<file path="config.mk">
export PLATFORM = sky130hd
export DESIGN_NAME = bridge_access_status_irq
export DESIGN_NICKNAME = d
export VERILOG_FILES = /design/src/shared/bridge_status_pkg.sv /design/src/verilog/bridge_access_status_irq.sv
export SDC_FILE = /design/constraint.sdc
export NUM_CORES = 1
export LEC_CHECK = 0
export BUFFER_PORTS_ARGS = -buffer_cell sky130_fd_sc_hd__buf_2
export CAP_MARGIN = 20
export CORE_UTILIZATION = 40
export CTS_BUF_LIST = sky130_fd_sc_hd__clkbuf_16
export CTS_CLUSTER_SIZE = 25
export DETAILED_ROUTE_END_ITERATION = 8
export HOLD_SLACK_MARGIN = 0.03
export PLACE_DENSITY = 0.64
export SYNTH_ARGS = -nofsm -noshare
export SYNTH_HDL_FRONTEND = slang
export SYNTH_SLANG_ARGS = --single-unit
</file>
<file path="constraint.sdc">
create_clock -name ref_clk_in -period 6.3 [get_ports ref_clk_in]
set_input_delay 1.575 -clock ref_clk_in [delete_from_list [all_inputs] [get_ports ref_clk_in]]
set_output_delay 1.575 -clock ref_clk_in [all_outputs]
set_load 0.03 [all_outputs]
</file>
<file path="src/shared/bridge_status_pkg.sv">
// constants and types shared by the bridge status and interrupt block
package bridge_status_pkg;

	// address split between link registers and the bridged peripheral bus
	localparam logic [15:0] BRIDGE_BASE       = 16'h1000;

	// register offsets on the control link
	localparam logic [15:0] OFS_PRIMARY_FLAGS = 16'h00C0;
	localparam logic [15:0] OFS_SEC_FLAGS     = 16'h00C2;
	localparam logic [15:0] OFS_SEC_ENABLES   = 16'h00C3;
	localparam logic [15:0] OFS_ACCESS_STATE  = 16'h00D0;
	localparam logic [15:0] OFS_LATE_POLICY   = 16'h00D1;
	localparam logic [15:0] OFS_TIMEOUT_CFG   = 16'h00D2;
	localparam logic [15:0] OFS_LAST_ADDR_LO  = 16'h00D4;
	localparam logic [15:0] OFS_LAST_ADDR_HI  = 16'h00D5;
	localparam logic [15:0] OFS_READ_DATA     = 16'h00D8;

	// field positions
	localparam int FLAG_TIMEOUT_BIT    = 1;
	localparam int FLAG_LATE_BIT       = 2;
	localparam int ST_READY_BIT        = 0;
	localparam int ST_DONE_BIT         = 1;
	localparam int ST_BUSY_BIT         = 2;
	localparam int ST_LATE_BIT         = 3;
	localparam int PRIMARY_CASCADE_BIT = 7;
	localparam int TO_DISABLE_BIT      = 3;
	localparam logic [7:0] SEC_IMPL_MASK = 8'h06;

	// values after reset
	localparam logic [7:0] SEC_FLAGS_RST   = 8'h00;
	localparam logic [7:0] SEC_ENABLES_RST = 8'h00;
	localparam logic [1:0] LATE_POLICY_RST = 2'h1;
	localparam logic [3:0] TIMEOUT_CFG_RST = 4'h0;

	// response codes returned with a command
	localparam logic [1:0] RSP_IGNORED = 2'h0;
	localparam logic [1:0] RSP_OK      = 2'h1;
	localparam logic [1:0] RSP_FAIL    = 2'h2;

	// cycle counts
	localparam logic [7:0]  DIRECT_WAIT_CYCLES  = 8'h04;
	localparam logic [15:0] TIMEOUT_MAX_DEFAULT = 16'hFFFF;
	localparam logic [15:0] TO_COUNT_0 = 16'h0008;
	localparam logic [15:0] TO_COUNT_1 = 16'h0010;
	localparam logic [15:0] TO_COUNT_2 = 16'h0020;
	localparam logic [15:0] TO_COUNT_3 = 16'h0040;
	localparam logic [15:0] TO_COUNT_4 = 16'h0080;
	localparam logic [15:0] TO_COUNT_5 = 16'h0100;
	localparam logic [15:0] TO_COUNT_6 = 16'h0200;

	typedef enum logic [1:0] {
		ST_IDLE,
		ST_WAIT_DIRECT,
		ST_BACKGROUND
	} bridge_state_t;

	function automatic logic [15:0] timeout_limit(input logic [2:0] sel,
		input logic [15:0] max_cycles);
		case (sel)
			3'h0: return TO_COUNT_0;
			3'h1: return TO_COUNT_1;
			3'h2: return TO_COUNT_2;
			3'h3: return TO_COUNT_3;
			3'h4: return TO_COUNT_4;
			3'h5: return TO_COUNT_5;
			3'h6: return TO_COUNT_6;
			default: return max_cycles;
		endcase
	endfunction

endpackage

</file>
<file path="src/verilog/bridge_access_status_irq.sv">
// bridge access status, secondary interrupt flags and cascade summary
`timescale 1ns/1ps
`default_nettype none

module bridge_access_status_irq #(
	parameter logic [15:0] TIMEOUT_MAX_CYCLES = bridge_status_pkg::TIMEOUT_MAX_DEFAULT
) (
	// clock and reset
	input  wire logic        ref_clk_in,
	input  wire logic        rst_n_in,
	// control link pins, asynchronous to ref_clk_in
	input  wire logic        link_clk_in,
	input  wire logic        cmd_req_in,
	input  wire logic        cmd_write_in,
	input  wire logic [15:0] cmd_addr_in,
	input  wire logic [7:0]  cmd_wdata_in,
	// command response
	output logic             rsp_valid_out,
	output logic [1:0]       rsp_code_out,
	output logic [7:0]       rsp_data_out,
	// frame events from the link manager
	input  wire logic        sync_lost_in,
	input  wire logic        internal_reset_in,
	// internal peripheral bus master
	output logic             pbus_req_out,
	output logic             pbus_write_out,
	output logic [15:0]      pbus_addr_out,
	output logic [7:0]       pbus_wdata_out,
	input  wire logic        pbus_ready_in,
	input  wire logic [7:0]  pbus_rdata_in,
	// cascaded interrupt
	output logic             secondary_irq_summary_out
);

	localparam int LINK_W = 27;

	logic [LINK_W-1:0]               meta_q;
	logic [LINK_W-1:0]               stable_q;
	logic                            clk_prev_q;
	bridge_status_pkg::bridge_state_t state_q;
	logic [7:0]                      win_cnt_q;
	logic [15:0]                     to_cnt_q;
	logic                            pbus_req_q;
	logic                            pbus_write_q;
	logic [15:0]                     pbus_addr_q;
	logic [7:0]                      pbus_wdata_q;
	logic [7:0]                      flags_q;
	logic [7:0]                      enables_q;
	logic [1:0]                      late_policy_q;
	logic [3:0]                      timeout_cfg_q;
	logic                            last_late_q;
	logic                            late_seen_q;
	logic                            done_q;
	logic                            rdy_q;
	logic [7:0]                      rdata_q;
	logic [15:0]                     last_addr_q;
	logic                            rsp_valid_q;
	logic [1:0]                      rsp_code_q;
	logic [7:0]                      rsp_data_q;
	logic                            irq_q;

	logic        s_req;
	logic        s_write;
	logic [15:0] s_addr;
	logic [7:0]  s_wdata;
	logic        cmd_take;
	logic        is_bridged;
	logic        hit_held;
	logic        bridge_start;
	logic        pbus_done;
	logic        timeout_hit;
	logic        win_expire;
	logic        late_evt;
	logic        reg_wr;
	logic [7:0]  w1c_mask;
	logic [7:0]  reg_rdata;
	logic        reg_mapped;
	logic [7:0]  access_state;
	logic [15:0] to_limit;
	logic        summary_d;

	// two flops on every link pin; edges are found only on the second stage
	always_ff @(posedge ref_clk_in or negedge rst_n_in) begin
		if (!rst_n_in) begin
			meta_q     <= '0;
			stable_q   <= '0;
			clk_prev_q <= 1'b0;
		end else begin
			meta_q     <= {link_clk_in, cmd_req_in, cmd_write_in, cmd_addr_in, cmd_wdata_in};
			stable_q   <= meta_q;
			clk_prev_q <= stable_q[26];
		end
	end

	assign s_req      = stable_q[25];
	assign s_write    = stable_q[24];
	assign s_addr     = stable_q[23:8];
	assign s_wdata    = stable_q[7:0];
	assign cmd_take   = stable_q[26] && !clk_prev_q && s_req;
	assign is_bridged = s_addr >= bridge_status_pkg::BRIDGE_BASE;
	assign hit_held   = !s_write && rdy_q && (s_addr == last_addr_q);
	// a held-data read is served from the bridge and starts no bus access
	assign bridge_start = cmd_take && is_bridged && (state_q == bridge_status_pkg::ST_IDLE)
		&& !hit_held;

	assign to_limit    = bridge_status_pkg::timeout_limit(timeout_cfg_q[2:0], TIMEOUT_MAX_CYCLES);
	assign pbus_done   = pbus_req_q && pbus_ready_in;
	assign timeout_hit = pbus_req_q && !pbus_ready_in
		&& !timeout_cfg_q[bridge_status_pkg::TO_DISABLE_BIT]
		&& (to_cnt_q >= to_limit - 16'h0001);
	assign win_expire  = (state_q == bridge_status_pkg::ST_WAIT_DIRECT) && !pbus_ready_in
		&& !timeout_hit && (win_cnt_q == bridge_status_pkg::DIRECT_WAIT_CYCLES - 8'h01);
	assign late_evt    = last_late_q && !late_seen_q;
	assign reg_wr      = cmd_take && s_write && !is_bridged;
	assign w1c_mask    = (reg_wr && s_addr == bridge_status_pkg::OFS_SEC_FLAGS)
		? (s_wdata & bridge_status_pkg::SEC_IMPL_MASK) : 8'h00;
	assign access_state = {4'h0, last_late_q, pbus_req_q, done_q, rdy_q};
	assign summary_d   = |(flags_q & enables_q & bridge_status_pkg::SEC_IMPL_MASK);

	always_comb begin
		reg_rdata  = 8'h00;
		reg_mapped = 1'b1;
		if (s_addr == bridge_status_pkg::OFS_PRIMARY_FLAGS) begin
			reg_rdata[bridge_status_pkg::PRIMARY_CASCADE_BIT] = irq_q;
		end else if (s_addr == bridge_status_pkg::OFS_SEC_FLAGS) begin
			reg_rdata = flags_q;
		end else if (s_addr == bridge_status_pkg::OFS_SEC_ENABLES) begin
			reg_rdata = enables_q;
		end else if (s_addr == bridge_status_pkg::OFS_ACCESS_STATE) begin
			reg_rdata = access_state;
		end else if (s_addr == bridge_status_pkg::OFS_LATE_POLICY) begin
			reg_rdata = {6'h00, late_policy_q};
		end else if (s_addr == bridge_status_pkg::OFS_TIMEOUT_CFG) begin
			reg_rdata = {4'h0, timeout_cfg_q};
		end else if (s_addr == bridge_status_pkg::OFS_LAST_ADDR_LO) begin
			reg_rdata = last_addr_q[7:0];
		end else if (s_addr == bridge_status_pkg::OFS_LAST_ADDR_HI) begin
			reg_rdata = last_addr_q[15:8];
		end else if (s_addr == bridge_status_pkg::OFS_READ_DATA) begin
			reg_rdata = rdata_q;
		end else begin
			reg_mapped = 1'b0;
		end
	end

	// bridge sequencing
	always_ff @(posedge ref_clk_in or negedge rst_n_in) begin
		if (!rst_n_in) begin
			state_q <= bridge_status_pkg::ST_IDLE;
		end else begin
			case (state_q)
				bridge_status_pkg::ST_IDLE: begin
					if (bridge_start) begin
						// writes are posted, so they never need the direct window
						state_q <= s_write ? bridge_status_pkg::ST_BACKGROUND
							: bridge_status_pkg::ST_WAIT_DIRECT;
					end
				end
				bridge_status_pkg::ST_WAIT_DIRECT: begin
					if (pbus_done || timeout_hit) begin
						state_q <= bridge_status_pkg::ST_IDLE;
					end else if (win_expire) begin
						state_q <= bridge_status_pkg::ST_BACKGROUND;
					end
				end
				default: begin
					if (pbus_done || timeout_hit) begin
						state_q <= bridge_status_pkg::ST_IDLE;
					end
				end
			endcase
		end
	end

	// window and timeout counters
	always_ff @(posedge ref_clk_in or negedge rst_n_in) begin
		if (!rst_n_in) begin
			win_cnt_q <= 8'h00;
			to_cnt_q  <= 16'h0000;
		end else begin
			if (bridge_start) begin
				win_cnt_q <= 8'h00;
				to_cnt_q  <= 16'h0000;
			end else begin
				if (state_q == bridge_status_pkg::ST_WAIT_DIRECT) begin
					win_cnt_q <= win_cnt_q + 8'h01;
				end
				if (pbus_req_q && to_cnt_q != 16'hFFFF) begin
					to_cnt_q <= to_cnt_q + 16'h0001;
				end
			end
		end
	end

	// peripheral bus request, held until ready or timeout
	always_ff @(posedge ref_clk_in or negedge rst_n_in) begin
		if (!rst_n_in) begin
			pbus_req_q   <= 1'b0;
			pbus_write_q <= 1'b0;
			pbus_addr_q  <= 16'h0000;
			pbus_wdata_q <= 8'h00;
		end else if (bridge_start) begin
			pbus_req_q   <= 1'b1;
			pbus_write_q <= s_write;
			pbus_addr_q  <= s_addr;
			pbus_wdata_q <= s_wdata;
		end else if (pbus_done || timeout_hit) begin
			pbus_req_q <= 1'b0;
		end
	end

	// access status bits; completion wins over a clear in the same cycle
	always_ff @(posedge ref_clk_in or negedge rst_n_in) begin
		if (!rst_n_in) begin
			last_late_q <= 1'b0;
			late_seen_q <= 1'b0;
			done_q      <= 1'b0;
			rdy_q       <= 1'b0;
			rdata_q     <= 8'h00;
			last_addr_q <= 16'h0000;
		end else begin
			late_seen_q <= last_late_q;
			if (win_expire) begin
				last_late_q <= 1'b1;
			end else if (bridge_start) begin
				last_late_q <= 1'b0;
			end
			if (pbus_done) begin
				done_q <= 1'b1;
			end else if (cmd_take && is_bridged) begin
				done_q <= 1'b0;
			end
			if (pbus_done && !pbus_write_q && state_q == bridge_status_pkg::ST_BACKGROUND) begin
				rdy_q       <= 1'b1;
				rdata_q     <= pbus_rdata_in;
				last_addr_q <= pbus_addr_q;
			end else if (cmd_take && is_bridged && !s_write) begin
				rdy_q <= 1'b0;
			end
		end
	end

	// secondary flags and enables
	always_ff @(posedge ref_clk_in or negedge rst_n_in) begin
		if (!rst_n_in) begin
			flags_q   <= bridge_status_pkg::SEC_FLAGS_RST;
			enables_q <= bridge_status_pkg::SEC_ENABLES_RST;
		end else begin
			// sync loss is not a reset for the flags, and a set beats a one-write
			flags_q <= flags_q & ~w1c_mask;
			if (late_evt) begin
				flags_q[bridge_status_pkg::FLAG_LATE_BIT] <= 1'b1;
			end
			if (timeout_hit) begin
				flags_q[bridge_status_pkg::FLAG_TIMEOUT_BIT] <= 1'b1;
			end
			if (reg_wr && s_addr == bridge_status_pkg::OFS_SEC_ENABLES) begin
				enables_q <= s_wdata & bridge_status_pkg::SEC_IMPL_MASK;
			end
			if (sync_lost_in || internal_reset_in) begin
				enables_q[bridge_status_pkg::FLAG_LATE_BIT] <= 1'b0;
			end
		end
	end

	// bridge policy registers
	always_ff @(posedge ref_clk_in or negedge rst_n_in) begin
		if (!rst_n_in) begin
			late_policy_q <= bridge_status_pkg::LATE_POLICY_RST;
			timeout_cfg_q <= bridge_status_pkg::TIMEOUT_CFG_RST;
		end else if (reg_wr) begin
			if (s_addr == bridge_status_pkg::OFS_LATE_POLICY) begin
				late_policy_q <= s_wdata[1:0];
			end else if (s_addr == bridge_status_pkg::OFS_TIMEOUT_CFG) begin
				timeout_cfg_q <= s_wdata[3:0];
			end
		end
	end

	// responses; a command landing on the window's last cycle is dropped
	always_ff @(posedge ref_clk_in or negedge rst_n_in) begin
		if (!rst_n_in) begin
			rsp_valid_q <= 1'b0;
			rsp_code_q  <= bridge_status_pkg::RSP_IGNORED;
			rsp_data_q  <= 8'h00;
			irq_q       <= 1'b0;
		end else begin
			irq_q       <= summary_d;
			rsp_valid_q <= 1'b0;
			if (win_expire) begin
				rsp_valid_q <= 1'b1;
				rsp_data_q  <= 8'h00;
				// the reserved policy code answers as a failure
				rsp_code_q  <= (late_policy_q == 2'h3) ? bridge_status_pkg::RSP_FAIL
					: late_policy_q;
			end else if (state_q == bridge_status_pkg::ST_WAIT_DIRECT && pbus_done) begin
				rsp_valid_q <= 1'b1;
				rsp_code_q  <= bridge_status_pkg::RSP_OK;
				rsp_data_q  <= pbus_rdata_in;
			end else if (state_q == bridge_status_pkg::ST_WAIT_DIRECT && timeout_hit) begin
				rsp_valid_q <= 1'b1;
				rsp_code_q  <= bridge_status_pkg::RSP_FAIL;
				rsp_data_q  <= 8'h00;
			end else if (cmd_take) begin
				if (!is_bridged) begin
					rsp_valid_q <= 1'b1;
					rsp_code_q  <= reg_mapped ? bridge_status_pkg::RSP_OK
						: bridge_status_pkg::RSP_IGNORED;
					rsp_data_q  <= s_write ? 8'h00 : reg_rdata;
				end else if (state_q != bridge_status_pkg::ST_IDLE) begin
					rsp_valid_q <= 1'b1;
					rsp_code_q  <= bridge_status_pkg::RSP_FAIL;
					rsp_data_q  <= 8'h00;
				end else if (hit_held || s_write) begin
					rsp_valid_q <= 1'b1;
					rsp_code_q  <= bridge_status_pkg::RSP_OK;
					rsp_data_q  <= hit_held ? rdata_q : 8'h00;
				end
			end
		end
	end

	assign rsp_valid_out             = rsp_valid_q;
	assign rsp_code_out              = rsp_code_q;
	assign rsp_data_out              = rsp_data_q;
	assign pbus_req_out              = pbus_req_q;
	assign pbus_write_out            = pbus_write_q;
	assign pbus_addr_out             = pbus_addr_q;
	assign pbus_wdata_out            = pbus_wdata_q;
	assign secondary_irq_summary_out = irq_q;
endmodule

`default_nettype wire

</file>
======== Word-level counts from Yosys, hierarchy flattened ========
Index checks and enable logic that the tools add are counted.
word-level totals
  bits in registers ....................... 163
  logic and storage cells ................. 180
operators by class
  bitwise operators ....................... 4
  add/sub/neg operators ................... 3
  magnitude comparators ................... 2
  multiplexer cells ....................... 68
  eq/ne operators ......................... 24
  reduce and logical (&&, ||, !) cells .... 54
operator list
  cell                     number
  $mux W8                  19
  $eq A16 B8 Y1 const B    9
  $pmux W16 S7             1
  $mux W16                 2
  $mux W1                  29
  $mux W2                  13
  $logic_and A1 B1 Y1      25
  $add A16 B1 Y16 const B  1
  $eq A16 B16 Y1           1
  $ge A16 B13 Y1 const B   1
  $ge A16 B16 Y1           1
  $ne A16 B16 Y1 const B   1
  $reduce_bool A2 Y1       8
  $sub A16 B1 Y16 const B  1
  $eq A3 B3 Y1 const B     3
  $logic_not A1 Y1         9
  $add A8 B1 Y8 const B    1
  $and A8 B8 Y8            1
  $eq A8 B2 Y1 const B     1
  $not A3 Y8               1
  $mux W7                  1
  $eq A3 B2 Y1 const B     2
  $mux W3                  2
  $ne A6 B1 Y1 const B     1
  other kinds (16)         21

======== Logic depth before layout (Yosys ltp) ========
Gate-level depths: netlist of run 1.
  depth after elaboration ................. 16
  gate-level depth with buffers ........... 12
  mapped depth without buffers ............ 9

======== Worst setup path before layout of run 1 ========
Ideal clock, no wire load.
  path kind ............................... input port to flip-flop
  start ................................... input pbus_ready_in
  end ..................................... register rsp_data_q[6], in the netlist rsp_data_out[6]
  setup time .............................. 0.126 ns
  cell stages on the path ................. 8
  data required time ...................... 6.174 ns
  setup slack ............................. 3.040 ns
  path buffers ............................ 1
  arrival time ............................ 3.134 ns
  cell sequence ........................... or3b_2 > a2111oi_2 > o41ai_1 > o21ai_0 > buf_4 > a22oi_2 > a211oi_1 > nor3_1
between the ends
  cells in the longest elaborated chain, start to end .. 9
ends and longest elaborated chain
  what                                                          line                                                              source
  start, declared                                               bridge_access_status_irq.sv:29                                    input wire logic pbus_ready_in,
  $logic_not A1 Y1                                              bridge_access_status_irq.sv:108, bridge_access_status_irq.sv:111
  $logic_and A1 B1 Y1                                           bridge_access_status_irq.sv:108                                   assign timeout_hit = pbus_req_q && !pbus_ready_in
  $logic_and A1 B1 Y1                                           bridge_access_status_irq.sv:109                                   && !timeout_cfg_q[bridge_status_pkg::TO_DISABLE_BIT]
  $logic_and A1 B1 Y1                                           bridge_access_status_irq.sv:110                                   && (to_cnt_q >= to_limit - 16'h0001);
  $logic_not A1 Y1                                              bridge_access_status_irq.sv:112                                   && !timeout_hit && (win_cnt_q == bridge_status_pkg::DIRECT_WAIT_CYCLES - 8'h01);
  $logic_and A1 B1 Y1 (2 in series)                             bridge_access_status_irq.sv:112
  $ne A6 B1 Y1 (no line) or $reduce_bool A4 Y1 (tied branches)  --
  $reduce_and A2 Y1 (no line)                                   --
  end signal, assigned                                          bridge_access_status_irq.sv:299                                   rsp_data_q <= pbus_rdata_in;
  end signal, assigned                                          bridge_access_status_irq.sv:309                                   rsp_data_q <= s_write ? 8'h00 : reg_rdata;
  end signal, assigned                                          bridge_access_status_irq.sv:317                                   rsp_data_q <= hit_held ? rdata_q : 8'h00;
  end, declared                                                 bridge_access_status_irq.sv:59                                    logic [7:0] rsp_data_q;
Parallel ways exist; a longest one is shown, timed or not.
A chain may end at the register's enable or synchronous reset.

======== Worst setup path after layout of run 1 ========
  start ................................... input pbus_ready_in
  end ..................................... register rsp_code_q[1], in the netlist rsp_code_out[1]
between the ends
  cells in the longest elaborated chain, start to end .. 9
ends and longest elaborated chain
  what                                                          line                                                              source
  $logic_not A1 Y1                                              bridge_access_status_irq.sv:108, bridge_access_status_irq.sv:111
  $logic_and A1 B1 Y1                                           bridge_access_status_irq.sv:108
  $logic_and A1 B1 Y1                                           bridge_access_status_irq.sv:109
  $logic_and A1 B1 Y1                                           bridge_access_status_irq.sv:110
  $logic_not A1 Y1                                              bridge_access_status_irq.sv:112
  $logic_and A1 B1 Y1 (2 in series)                             bridge_access_status_irq.sv:112
  $ne A6 B1 Y1 (no line) or $reduce_bool A4 Y1 (tied branches)  --
  $reduce_and A2 Y1 (no line)                                   --
  end signal, assigned                                          bridge_access_status_irq.sv:284                                   rsp_code_q <= bridge_status_pkg::RSP_IGNORED;
  end signal, assigned                                          bridge_access_status_irq.sv:294                                   rsp_code_q <= (late_policy_q == 2'h3) ? bridge_status_pkg::RSP_FAIL
  end signal, assigned                                          bridge_access_status_irq.sv:298                                   rsp_code_q <= bridge_status_pkg::RSP_OK;
  end, declared                                                 bridge_access_status_irq.sv:58                                    logic [1:0] rsp_code_q;
Parallel ways exist; a longest one is shown, timed or not.

==> results of run 1 <==
[power by group]
part           leakage (nW)  internal (W)  switching, W
logic                  1.42      0.000334      0.000536
registers              1.95       0.00126      0.000223
clock network         0.279      0.000621      0.000403
total                  3.65       0.00221       0.00116
[stage by stage]
| step | setup slack [ns] | util, % | area [sq um] |
|---|---|---|---|
| 3_5_place_dp | 2.465 | 44.27 | 7710 |
| 5_1_grt | 2.742 | 47.87 | 8338 |
| 4_1_cts | 2.899 | 47.67 | 8303 |
| 3_3_place_gp | 2.518 | 44.27 | 7710 |
| 2_1_floorplan | 3.040 | - | 7187 |
| 6_report | 2.883 | 47.87 | 8338 |
[cells by family (layout without fill, tap and decap cells)]
family                   after synthesis  in the layout  share of synthesized area, %
AO/OA/AOI/OAI                        104            104                         10.03
XOR/XNOR                              36             36                         4.387
adder cells (fa/ha/maj)               16             16                         2.785
buffers and inverters                 46            132                         3.743
flip-flops                           157            157                         54.68
multiplexers                          51             51                         7.939
AND/OR/NAND/NOR                      226            226                         16.43
[routing by layer]
| metal | routed length (microns) | vias up |
|---|---|---|
| li1 | - | 2418 |
| met1 | 7760 | 2569 |
| met2 | 7696 | 144 |
| met3 | 865 | 21 |
| met4 | 322 | 0 |
| met5 | 0 | - |
[sequential cells by signal, indices dropped and copies added, names as in the netlist, 2 cells and up]
register	count
pbus_wdata_out	8
meta_q	27
late_policy_q	2
last_addr_q	16
rdata_q	8
state_q	2
rsp_code_out	2
win_cnt_q	8
timeout_cfg_q	4
to_cnt_q	16
pbus_addr_out	16
flags_q	2
rsp_data_out	8
enables_q	2
stable_q	27
[area by class of cell]
| type | count | share of cell area [%] |
|---|---|---|
| clock buffer | 17 | 5.102 |
| inverter | 18 | 0.8103 |
| clock inverter | 13 | 2.011 |
| sequential | 157 | 47.13 |
| timing repair buffer | 84 | 5.567 |
| tap | 225 | 3.376 |
| multi-input combinational | 433 | 36.00 |
[cell usage after synthesis, types with 3 or more instances]
library cell  instances
nor3_1               16
and3b_1               3
clkbuf_1             12
a211oi_1              7
nor2b_1               9
a32o_1                3
or2_2                 3
ha_1                 16
a22o_1                3
clkbuf_8              4
nand4_1              13
inv_1                18
o211ai_1              6
nand2b_1              5
o21a_1                3
nor4_1               12
mux2_2               48
mux2i_1               3
buf_6                 6
nand3_1              28
a21oi_1              23
o21ai_0              28
xnor2_1              12
and3_1                3
nand2_1              48
nor2_1               55
dfrtp_1             156
or3_1                 7
xor2_1               24
[final timing paths]
kind | from | to | depth (start not counted)
min | meta_q[0] | stable_q[0] | 0
max reg2reg | stable_q[8] | pbus_wdata_out[0] | 7
min in group asynchronous | rst_n_in | stable_q[4] | 1
min reg2reg | meta_q[0] | stable_q[0] | 0
max in group asynchronous | rst_n_in | rdata_q[5] | 2
max | pbus_ready_in | rsp_code_out[1] | 9
[worst reg2reg max path: cells and delay by family, from the launching register on]
family | cells | cell delay, ns
multiplexers | 1 | 0.41
buffers and inverters | 1 | 0.48
AND/OR/NAND/NOR | 3 | 0.75
flip-flops | 1 | 0.84
XOR/XNOR | 1 | 0.29
AO/OA/AOI/OAI | 1 | 0.29
==> reports/results.txt, run 1 <==
status: complete, no violations
TritonRoute pass-1 iters: 5
crit path launch type: input port
Post-Synthesis Net Count: 692
Fmax: 0.2927 GHz
met2 usage: 29.61%
diodes inserted: 0
worst slew pin tran: 0.7675 ns
antenna violations before repair: 0
clock skew: 0.01275 ns
TritonCTS clock tree: yes
Syn Area/Cell: 11.30 sq um
Routed WL: 16.64 mm
routing usage on met1: 26.72%
most frequent cells in the layout: dfrtp_1, buf_2, nor2_1
placed instance count: 915
Synth Instances: 636
hold buffers post-CTS: 0
vias in the first global route: 5179
commonest non-fill, non-tap cell in the layout: dfrtp_1
post-CTS resize count: 0
postcts setup bufs: 0
CP Class: in2reg
worst path bufs/invs: 2
die span in y: 136.0 microns
share of the synthesized area in the top cell type: 54.32%
VDD IR max: 0.0002091 V
critical path peak fanout: 11
DR DRC count: 0
post-synth cell types: 73
ranking of synthesized cells by area: dfrtp_1, mux2_2, xor2_1
Ys Warns: 0
Core Rows: 48
storage element area: 3930 sq um
worst hold slack: 0.3466 ns
Top Ports: 78
initial core utilization: 41.26%
Placer Congestion: 0.8545
cell taking the most area after synthesis: dfrtp_1
Post-synth EDFFs: 0
r2r setup slk: 3.13 ns
Final Setup Violations: 0
vias: 5152
H-tree lvl count: 4
Most Crowded Layer GR: met2
Global Route Usage Sum: 19.40%
Worst setup EP type: flip-flop
fin crit share: 54.23%
Final Net Count: 767
global route overflow: 0
fraction of registers with async set/reset: 100.0%
Max Slew Vio Count: 0
global-route wire length before repair: 27.34 mm
largest net degree at the start of global routing: 119
PortBufs: 77
drt wl/cell: 17.58 microns
area of the die: 18510 sq um
worst skew pair latency: 0.42 ns
Reg clk slew, reported paths: 0.06 ns
Max Cap Violations: 0
final cell count without fillers: 947
sequential area share after synthesis: 54.68%
Longest Clk Path Bufs: 2
# fillers: 1601
CP arrival: 3.71 ns
power density over cell area: 404.6 nW/um^2
final hold vios: 0
Critical Path Max Stage Delay: 0.49 ns
clock period minus worst slack: 3.417 ns
Die Wd: 136.0 microns
Clock Sinks: 157
Critical Path RT: 6.60 ns
total power: 0.003374 W
cell area after synthesis: 7187 sq um
iteration-0 DRC count of the detailed router: 298
unrepaired setup endpoints after global routing: no
layout cells sized above 1: 26.59%
Layout area overhead: 16.02%
dpl hpwl: 12.01 mm
worst path cell trace: buf_2, or3b_2, a2111oi_2, o41ai_1, o21ai_0, buf_4, a22o_1, nor2_1, a221o_1
CTS root buffer: clkbuf_16
Top FF cell, synth: dfrtp_1
hold crit path type: reg2reg
met3 GRT Util: 4.735%
slowest CP cell: or3b_2
Largest delay share family, worst path: compound AO/OA/AOI/OAI gates
slew margin rel.: 48.83%
core area: 17420 sq um
cell leakage power: 3.645 nW
FF+latch count, synth: 157
DRT antenna net count: 0
area of the multi-input gates: 3002 sq um
Num CTS Buffers: 17
post-DR vias/cell: 5.440
total negative setup slack: 0 ns
Power figures use the tool's default switching activity.
==> run 2, diff against run 1 <==
Clock period 6.3 ns to 3.2 ns, I/O delays scaled along.
==> run 2 against run 1 <==
Against the previous run:
- critical path depth increased by 2
- final area increased by 0.96%
- highest routed layer unchanged
- count of clock-buffer cells in the layout unchanged
- critical endpoint is now rsp_data_out[6]
- global-route usage increased by 0.51 points
- first-iteration DRC count increased by 30%
- sequential share of layout area decreased by 0.42 points
- largest cell class unchanged
==> reports/results.txt, run 2 (synthesis results as in run 1) <==
VDD IR max: 0.0004479 V (+110%)
Final Setup Violations: 0 (unchanged)
worst path bufs/invs: 2 (unchanged)
post-DR vias/cell: 5.517 (+1.4%)
PortBufs: 77 (unchanged)
diodes inserted: 0 (unchanged)
crit path launch type: flip-flop
Layout area overhead: 17.13%
CP most frequent cell: buf_4
hold crit path type: reg2reg
area of the die: 18510 sq um (unchanged)
critical path peak fanout: 13 (+2)
Longest Clk Path Bufs: 2 (unchanged)
DRT antenna net count: 0 (unchanged)
worst path cell trace: nand3_1, ha_1, nand2_1, o21a_1, o221a_2, o21ai_0, buf_4, a22oi_2, buf_4, a211oi_1, nor3_1
Routed WL: 17.09 mm (+2.7%)
area of the multi-input gates: 3004 sq um (about the same)
dpl hpwl: 12.63 mm (+5.2%)
Die Wd: 136.0 microns (unchanged)
hold buffers post-CTS: 0 (unchanged)
Max Slew Vio Count: 0 (unchanged)
worst hold slack: 0.3500 ns (+0.003381 ns)
r2r setup slk: 0.30 ns (-2.83 ns)
antenna violations before repair: 0 (unchanged)
vias: 5296 (+2.8%)
Final Net Count: 778 (+1.4%)
power density over cell area: 788.1 nW/um^2 (+95%)
CTS root buffer: clkbuf_16
Top Ports: 78 (unchanged)
unrepaired setup endpoints after global routing: no
Fmax: 0.3445 GHz
iteration-0 DRC count of the detailed router: 388 (+30%)
Num CTS Buffers: 17 (unchanged)
die span in y: 136.0 microns (unchanged)
commonest non-fill, non-tap cell in the layout: dfrtp_1
clock skew: 0.01828 ns (+0.005530 ns)
Critical Path Max Stage Delay: 0.56 ns (+0.07 ns)
global-route wire length before repair: 27.94 mm (+2.2%)
H-tree lvl count: 4 (unchanged)
Critical Path RT: 3.49 ns (-3.11 ns)
CP Class: reg2reg
worst skew pair latency: 0.44 ns (+0.02 ns)
layout cells sized above 1: 28.44% (+1.8 points)
total negative setup slack: 0 ns (unchanged)
slew margin rel.: 54.88% (+6.0 points)
global route overflow: 0 (unchanged)
most frequent cells in the layout: dfrtp_1, buf_2, nor2_1
final hold vios: 0 (unchanged)
cell leakage power: 3.693 nW (+1.3%)
storage element area: 3933 sq um (about the same)
Largest regs: meta_q (27), stable_q (27)
clock period minus worst slack: 2.903 ns
Clock Sinks: 157 (unchanged)
TritonRoute pass-1 iters: 5 (unchanged)
Largest delay share family, worst path: compound AO/OA/AOI/OAI gates
Worst setup EP type: flip-flop
initial core utilization: 41.26% (unchanged)
Core Rows: 48 (unchanged)
Placer Congestion: 0.8743 (+2.3%)
Max Cap Violations: 0 (unchanged)
status: complete, no violations
worst slew pin tran: 0.6769 ns (-0.09064 ns)
TritonCTS clock tree: yes
slowest CP cell: dfrtp_1
largest net degree at the start of global routing: 74 (-38%)
core area: 17420 sq um (unchanged)
# fillers: 1629 (+1.7%)
DR DRC count: 0 (unchanged)
vias in the first global route: 5349 (+3.3%)
drt wl/cell: 17.80 microns (+1.3%)
CP arrival: 3.19 ns (-0.52 ns)
Reg clk slew, reported paths: 0.07 ns (about the same)
fin crit share: 90.72%
Global Route Usage Sum: 19.91% (+0.51 points)
## run 2: changes by cell type in the layout (fill, tap and decap cells not counted), moves of 2 or more
cell / delta
dfrtp_1: -2
clkinv_4: -2
inv_8: +7
bufinv_16: -3
dfrtp_2: +2
buf_4: +11
clkinv_8: +3
## run 2: cell type report
cell class	instances	share of cell area, %
multi-input cells	433	35.69
clock buffers	17	5.054
inverters	18	0.8026
repair buffers	95	6.406
flip-flops and latches	157	46.72
clock inverters	15	1.992
well taps	225	3.344
## run 2: timing repair
item | in CTS | in global routing
endpoints found under the hold margin | 0 | 0
endpoints found under the setup margin | 0 | 4
setup buffers | 0 | 2
resized for setup | 0 | 3
## run 2: report_power, final
group          switching, W  internal [W]  total, W  leakage (nW)
clock              0.000927       0.00105   0.00198         0.282
sequential         0.000428       0.00247   0.00290          1.95
combinational       0.00108      0.000678   0.00176          1.46
total               0.00243       0.00420   0.00663          3.69
## run 2: routing by layer
metal / vias up / track usage [%] / wire, microns
li1: 2445 / - / -
met1: 2650 / 26.89 / 7742
met4: 0 / 8.519 / 378
met2: 172 / 30.77 / 7997
met5: - / 0 / 0
met3: 29 / 4.362 / 973
## run 2: final timing paths
check | startpoint | end | depth (start not counted)
worst max-delay path | timeout_cfg_q[0] | rsp_data_out[6] | 11
worst min-delay path | meta_q[0] | stable_q[0] | 0
worst max register to register | timeout_cfg_q[0] | rsp_data_out[6] | 11
worst min register to register | meta_q[0] | stable_q[0] | 0
max in group asynchronous | rst_n_in | stable_q[21] | 2
min in group asynchronous | rst_n_in | meta_q[1] | 1
## run 2: metrics by stage
step           total power (W)  worst slack [ns]  std cells  utilization [%]  cell area (sq um)
6_report              0.006635            0.2970        960            48.33               8418
4_1_cts               0.006697            0.2199        958            48.22               8398
3_3_place_gp          0.004621            0.3128        926            44.81               7805
5_1_grt               0.006996           0.03438        960            48.33               8418
2_1_floorplan         0.004056            0.6202        636                -               7187
3_5_place_dp          0.004689            0.2451        926            44.81               7805
==> run 3, diff against run 2 <==
Settings changed: CAP_MARGIN 20 to unset, PLACE_DENSITY 0.64 to 0.66, REMOVE_ABC_BUFFERS set to 1.
Clock period 3.2 ns to 2.3 ns, I/O delays scaled along.
==> run 3 against run 2 <==
Against the previous run:
- the flow now finishes with violations (setup timing)
- power grew 48%
- cell count rose by 11%
- worst setup slack lost 0.64 ns
- non-clock buffer count grew 108
- fmax grew 9.7%
- die area stayed put
- sequential share of layout area fell by 6.3 points
- critical path depth up 2
- final area is 16% higher
- core utilization rose by 7.5 points
- count of clock-buffer cells in the layout stayed put
- largest power group unchanged
==> reports/results.txt, run 3 (synthesis results as in run 1) <==
vias in the first global route: 5878 (+9.9%)
r2r startpoint: timeout_cfg_q[1]
storage element area: 3934 sq um (about the same)
Critical Path Max Stage Delay: 0.46 ns (-0.10 ns)
layout cells sized above 1: 42.77% (+14 points)
unrepaired setup endpoints after global routing: yes
Num CTS Buffers: 17 (unchanged)
worst path cell trace: buf_6, buf_6, nand3_4, ha_4, nor2b_4, o311ai_2, o41ai_1, o21ai_1, buf_4, buf_12, o21ai_4, o21ai_1, a21oi_1
Clock Sinks: 157 (unchanged)
Core Rows: 48 (unchanged)
r2r setup slk: -0.35 ns (-0.64 ns)
hold buffers post-CTS: 0 (unchanged)
Routed WL: 19.79 mm (+16%)
VDD IR max: 0.0006123 V (+37%)
Fmax: 0.3780 GHz (+9.7%)
Reg clk slew, reported paths: 0.06 ns (about the same)
slew margin rel.: 58.11% (+3.2 points)
worst slew pin tran: 0.6227 ns (-0.05420 ns)
DP Area: 8496 sq um (+8.8%)
fin crit share: 115.0% (+24 points)
final cell count without fillers: 1069 (+11%)
cell area after layout: 9724 sq um (+16%)
Largest regs: meta_q (27), stable_q (27)
commonest non-fill, non-tap cell in the layout: dfrtp_1
initial core utilization: 41.26% (unchanged)
diodes inserted: 0 (unchanged)
final hold vios: 0 (unchanged)
Max Cap Violations: 0 (unchanged)
Critical R2R Capture: rsp_data_out[7]
critical path peak fanout: 6 (-7)
Layout area overhead: 35.31%
Final Setup Violations: 16 (+16)
placed instance count: 1013 (+9.4%)
Placer Congestion: 0.9101 (+4.1%)
antenna violations before repair: 0 (unchanged)
TritonRoute pass-1 iters: 5 (unchanged)
Reg2Reg Depth: 13 (+2)
clock skew: 0.01910 ns (+0.0008225 ns)
CTS root buffer: clkbuf_16
clock period minus worst slack: 2.646 ns (-0.2572 ns)
drt wl/cell: 18.51 microns (+4.0%)
TritonCTS clock tree: yes
Critical Path RT: 2.64 ns (-0.85 ns)
DR DRC count: 0 (unchanged)
global-route wire length before repair: 31.28 mm (+12%)
total power: 0.009849 W (+48%)
power density over cell area: 1013 nW/um^2 (+29%)
area of the multi-input gates: 3356 sq um (+12%)
crit path launch type: flip-flop
Worst setup EP type: flip-flop
Top Ports: 78 (unchanged)
CP arrival: 2.98 ns (-0.21 ns)
CP Class: reg2reg
worst skew pair latency: 0.43 ns (about the same)
most frequent cells in the layout: dfrtp_1, buf_4, buf_2
core area: 17420 sq um (unchanged)
DRT antenna net count: 0 (unchanged)
largest net degree at the start of global routing: 47 (-36%)
Die Wd: 136.0 microns (unchanged)
pre-CTS WS: -0.4665 ns (-0.7117 ns)
failing checks: setup timing
hold crit path type: in2async
Max Slew Vio Count: 0 (unchanged)
fin util: 55.83% (+7.5 points)
# fillers: 1495 (-8.2%)
die span in y: 136.0 microns (unchanged)
Global Route Usage Sum: 22.41% (+2.5 points)
Final Net Count: 887 (+14%)
PortBufs: 77 (unchanged)
Longest Clk Path Bufs: 2 (unchanged)
cell leakage power: 4.354 nW (+18%)
area of the die: 18510 sq um (unchanged)
Final Worst Setup Slack: -0.3457 ns (-0.6428 ns)
slowest CP cell: dfrtp_2
vias: 5707 (+7.8%)
iteration-0 DRC count of the detailed router: 296 (-24%)
H-tree lvl count: 4 (unchanged)
global route overflow: 0 (unchanged)
status: complete, but fails checks
dpl hpwl: 13.80 mm (+9.2%)
post-DR vias/cell: 5.339 (-3.2%)
==> run 3: cell types whose count changed in the layout (fill, tap and decap cells not counted), sizes merged <==
cell	change
nor2	+1
clkinv	+3
inv	-4
clkbuf	+1
bufinv	+2
clkinvlp	-1
buf	+107
==> run 3: worst max path at each step <==
stage                                   to  slack (ns)             start  cells past startpoint
after floorplan                 rdata_q[0]       -1.68      pbus_req_out                      3
after global placement    pbus_addr_out[3]       -0.35      stable_q[20]                      8
after detailed placement   rsp_data_out[0]       -0.47  timeout_cfg_q[2]                     11
after CTS                  rsp_data_out[2]       -0.29  timeout_cfg_q[2]                     12
after global routing       rsp_data_out[7]       -0.46  timeout_cfg_q[1]                     13
final                      rsp_data_out[7]       -0.35  timeout_cfg_q[1]                     13
==> run 3: through the flow <==
| stage | hold WS (ns) | setup TNS [ns] |
|---|---|---|
| after floorplan | 0.2794 | -105.69 |
| after global placement | 0.3320 | -16.46 |
| after detailed placement | 0.3355 | -23.14 |
| after CTS | 0.1188 | -3.098 |
| after global routing | 0.1310 | -5.946 |
| final | 0.09858 | -4.100 |
==> run 3: area by class of cell <==
class                   instances  share of cell area, %
well taps                     225                  2.895
clock inverters                15                  1.518
inverters                      18                 0.6948
repair buffers                203                  15.56
flip-flops and latches        157                  40.45
multi-input cells             434                  34.51
clock buffers                  17                  4.375
==> run 3: what timing repair did <==
item	4_1_cts	5_1_grt
setup buffers	15	9
setup endpoints to repair	65	56
pin swaps	17	24
cloned	1	1
gates resized for setup	36	51
==> run 3: power by group <==
group / leakage, nW / total [W] / internal, W / switching [W]
Clock: 0.281 / 0.00271 / 0.00159 / 0.00112
Sequential: 1.95 / 0.00399 / 0.00345 / 0.000549
Combinational: 2.13 / 0.00314 / 0.00136 / 0.00178
==> run 3: per-layer routing <==
layer  vias up  global-route usage (%)  share of wire, %
li1       2664                       -                 -
met1      2841                   29.58                44
met2       164                   36.91                49
met3        38                   3.579               4.4
met4         0                   8.580               2.4
met5         -                       0                 0
==> run 3: worst max-delay path, delay by kind of cell, from the launching register on <==
family,cells,cell delay [ns]
fa+ha+maj,1,0.21
compound gates,6,1.12
buf+inv,4,0.57
simple gates,2,0.19
flops,1,0.46
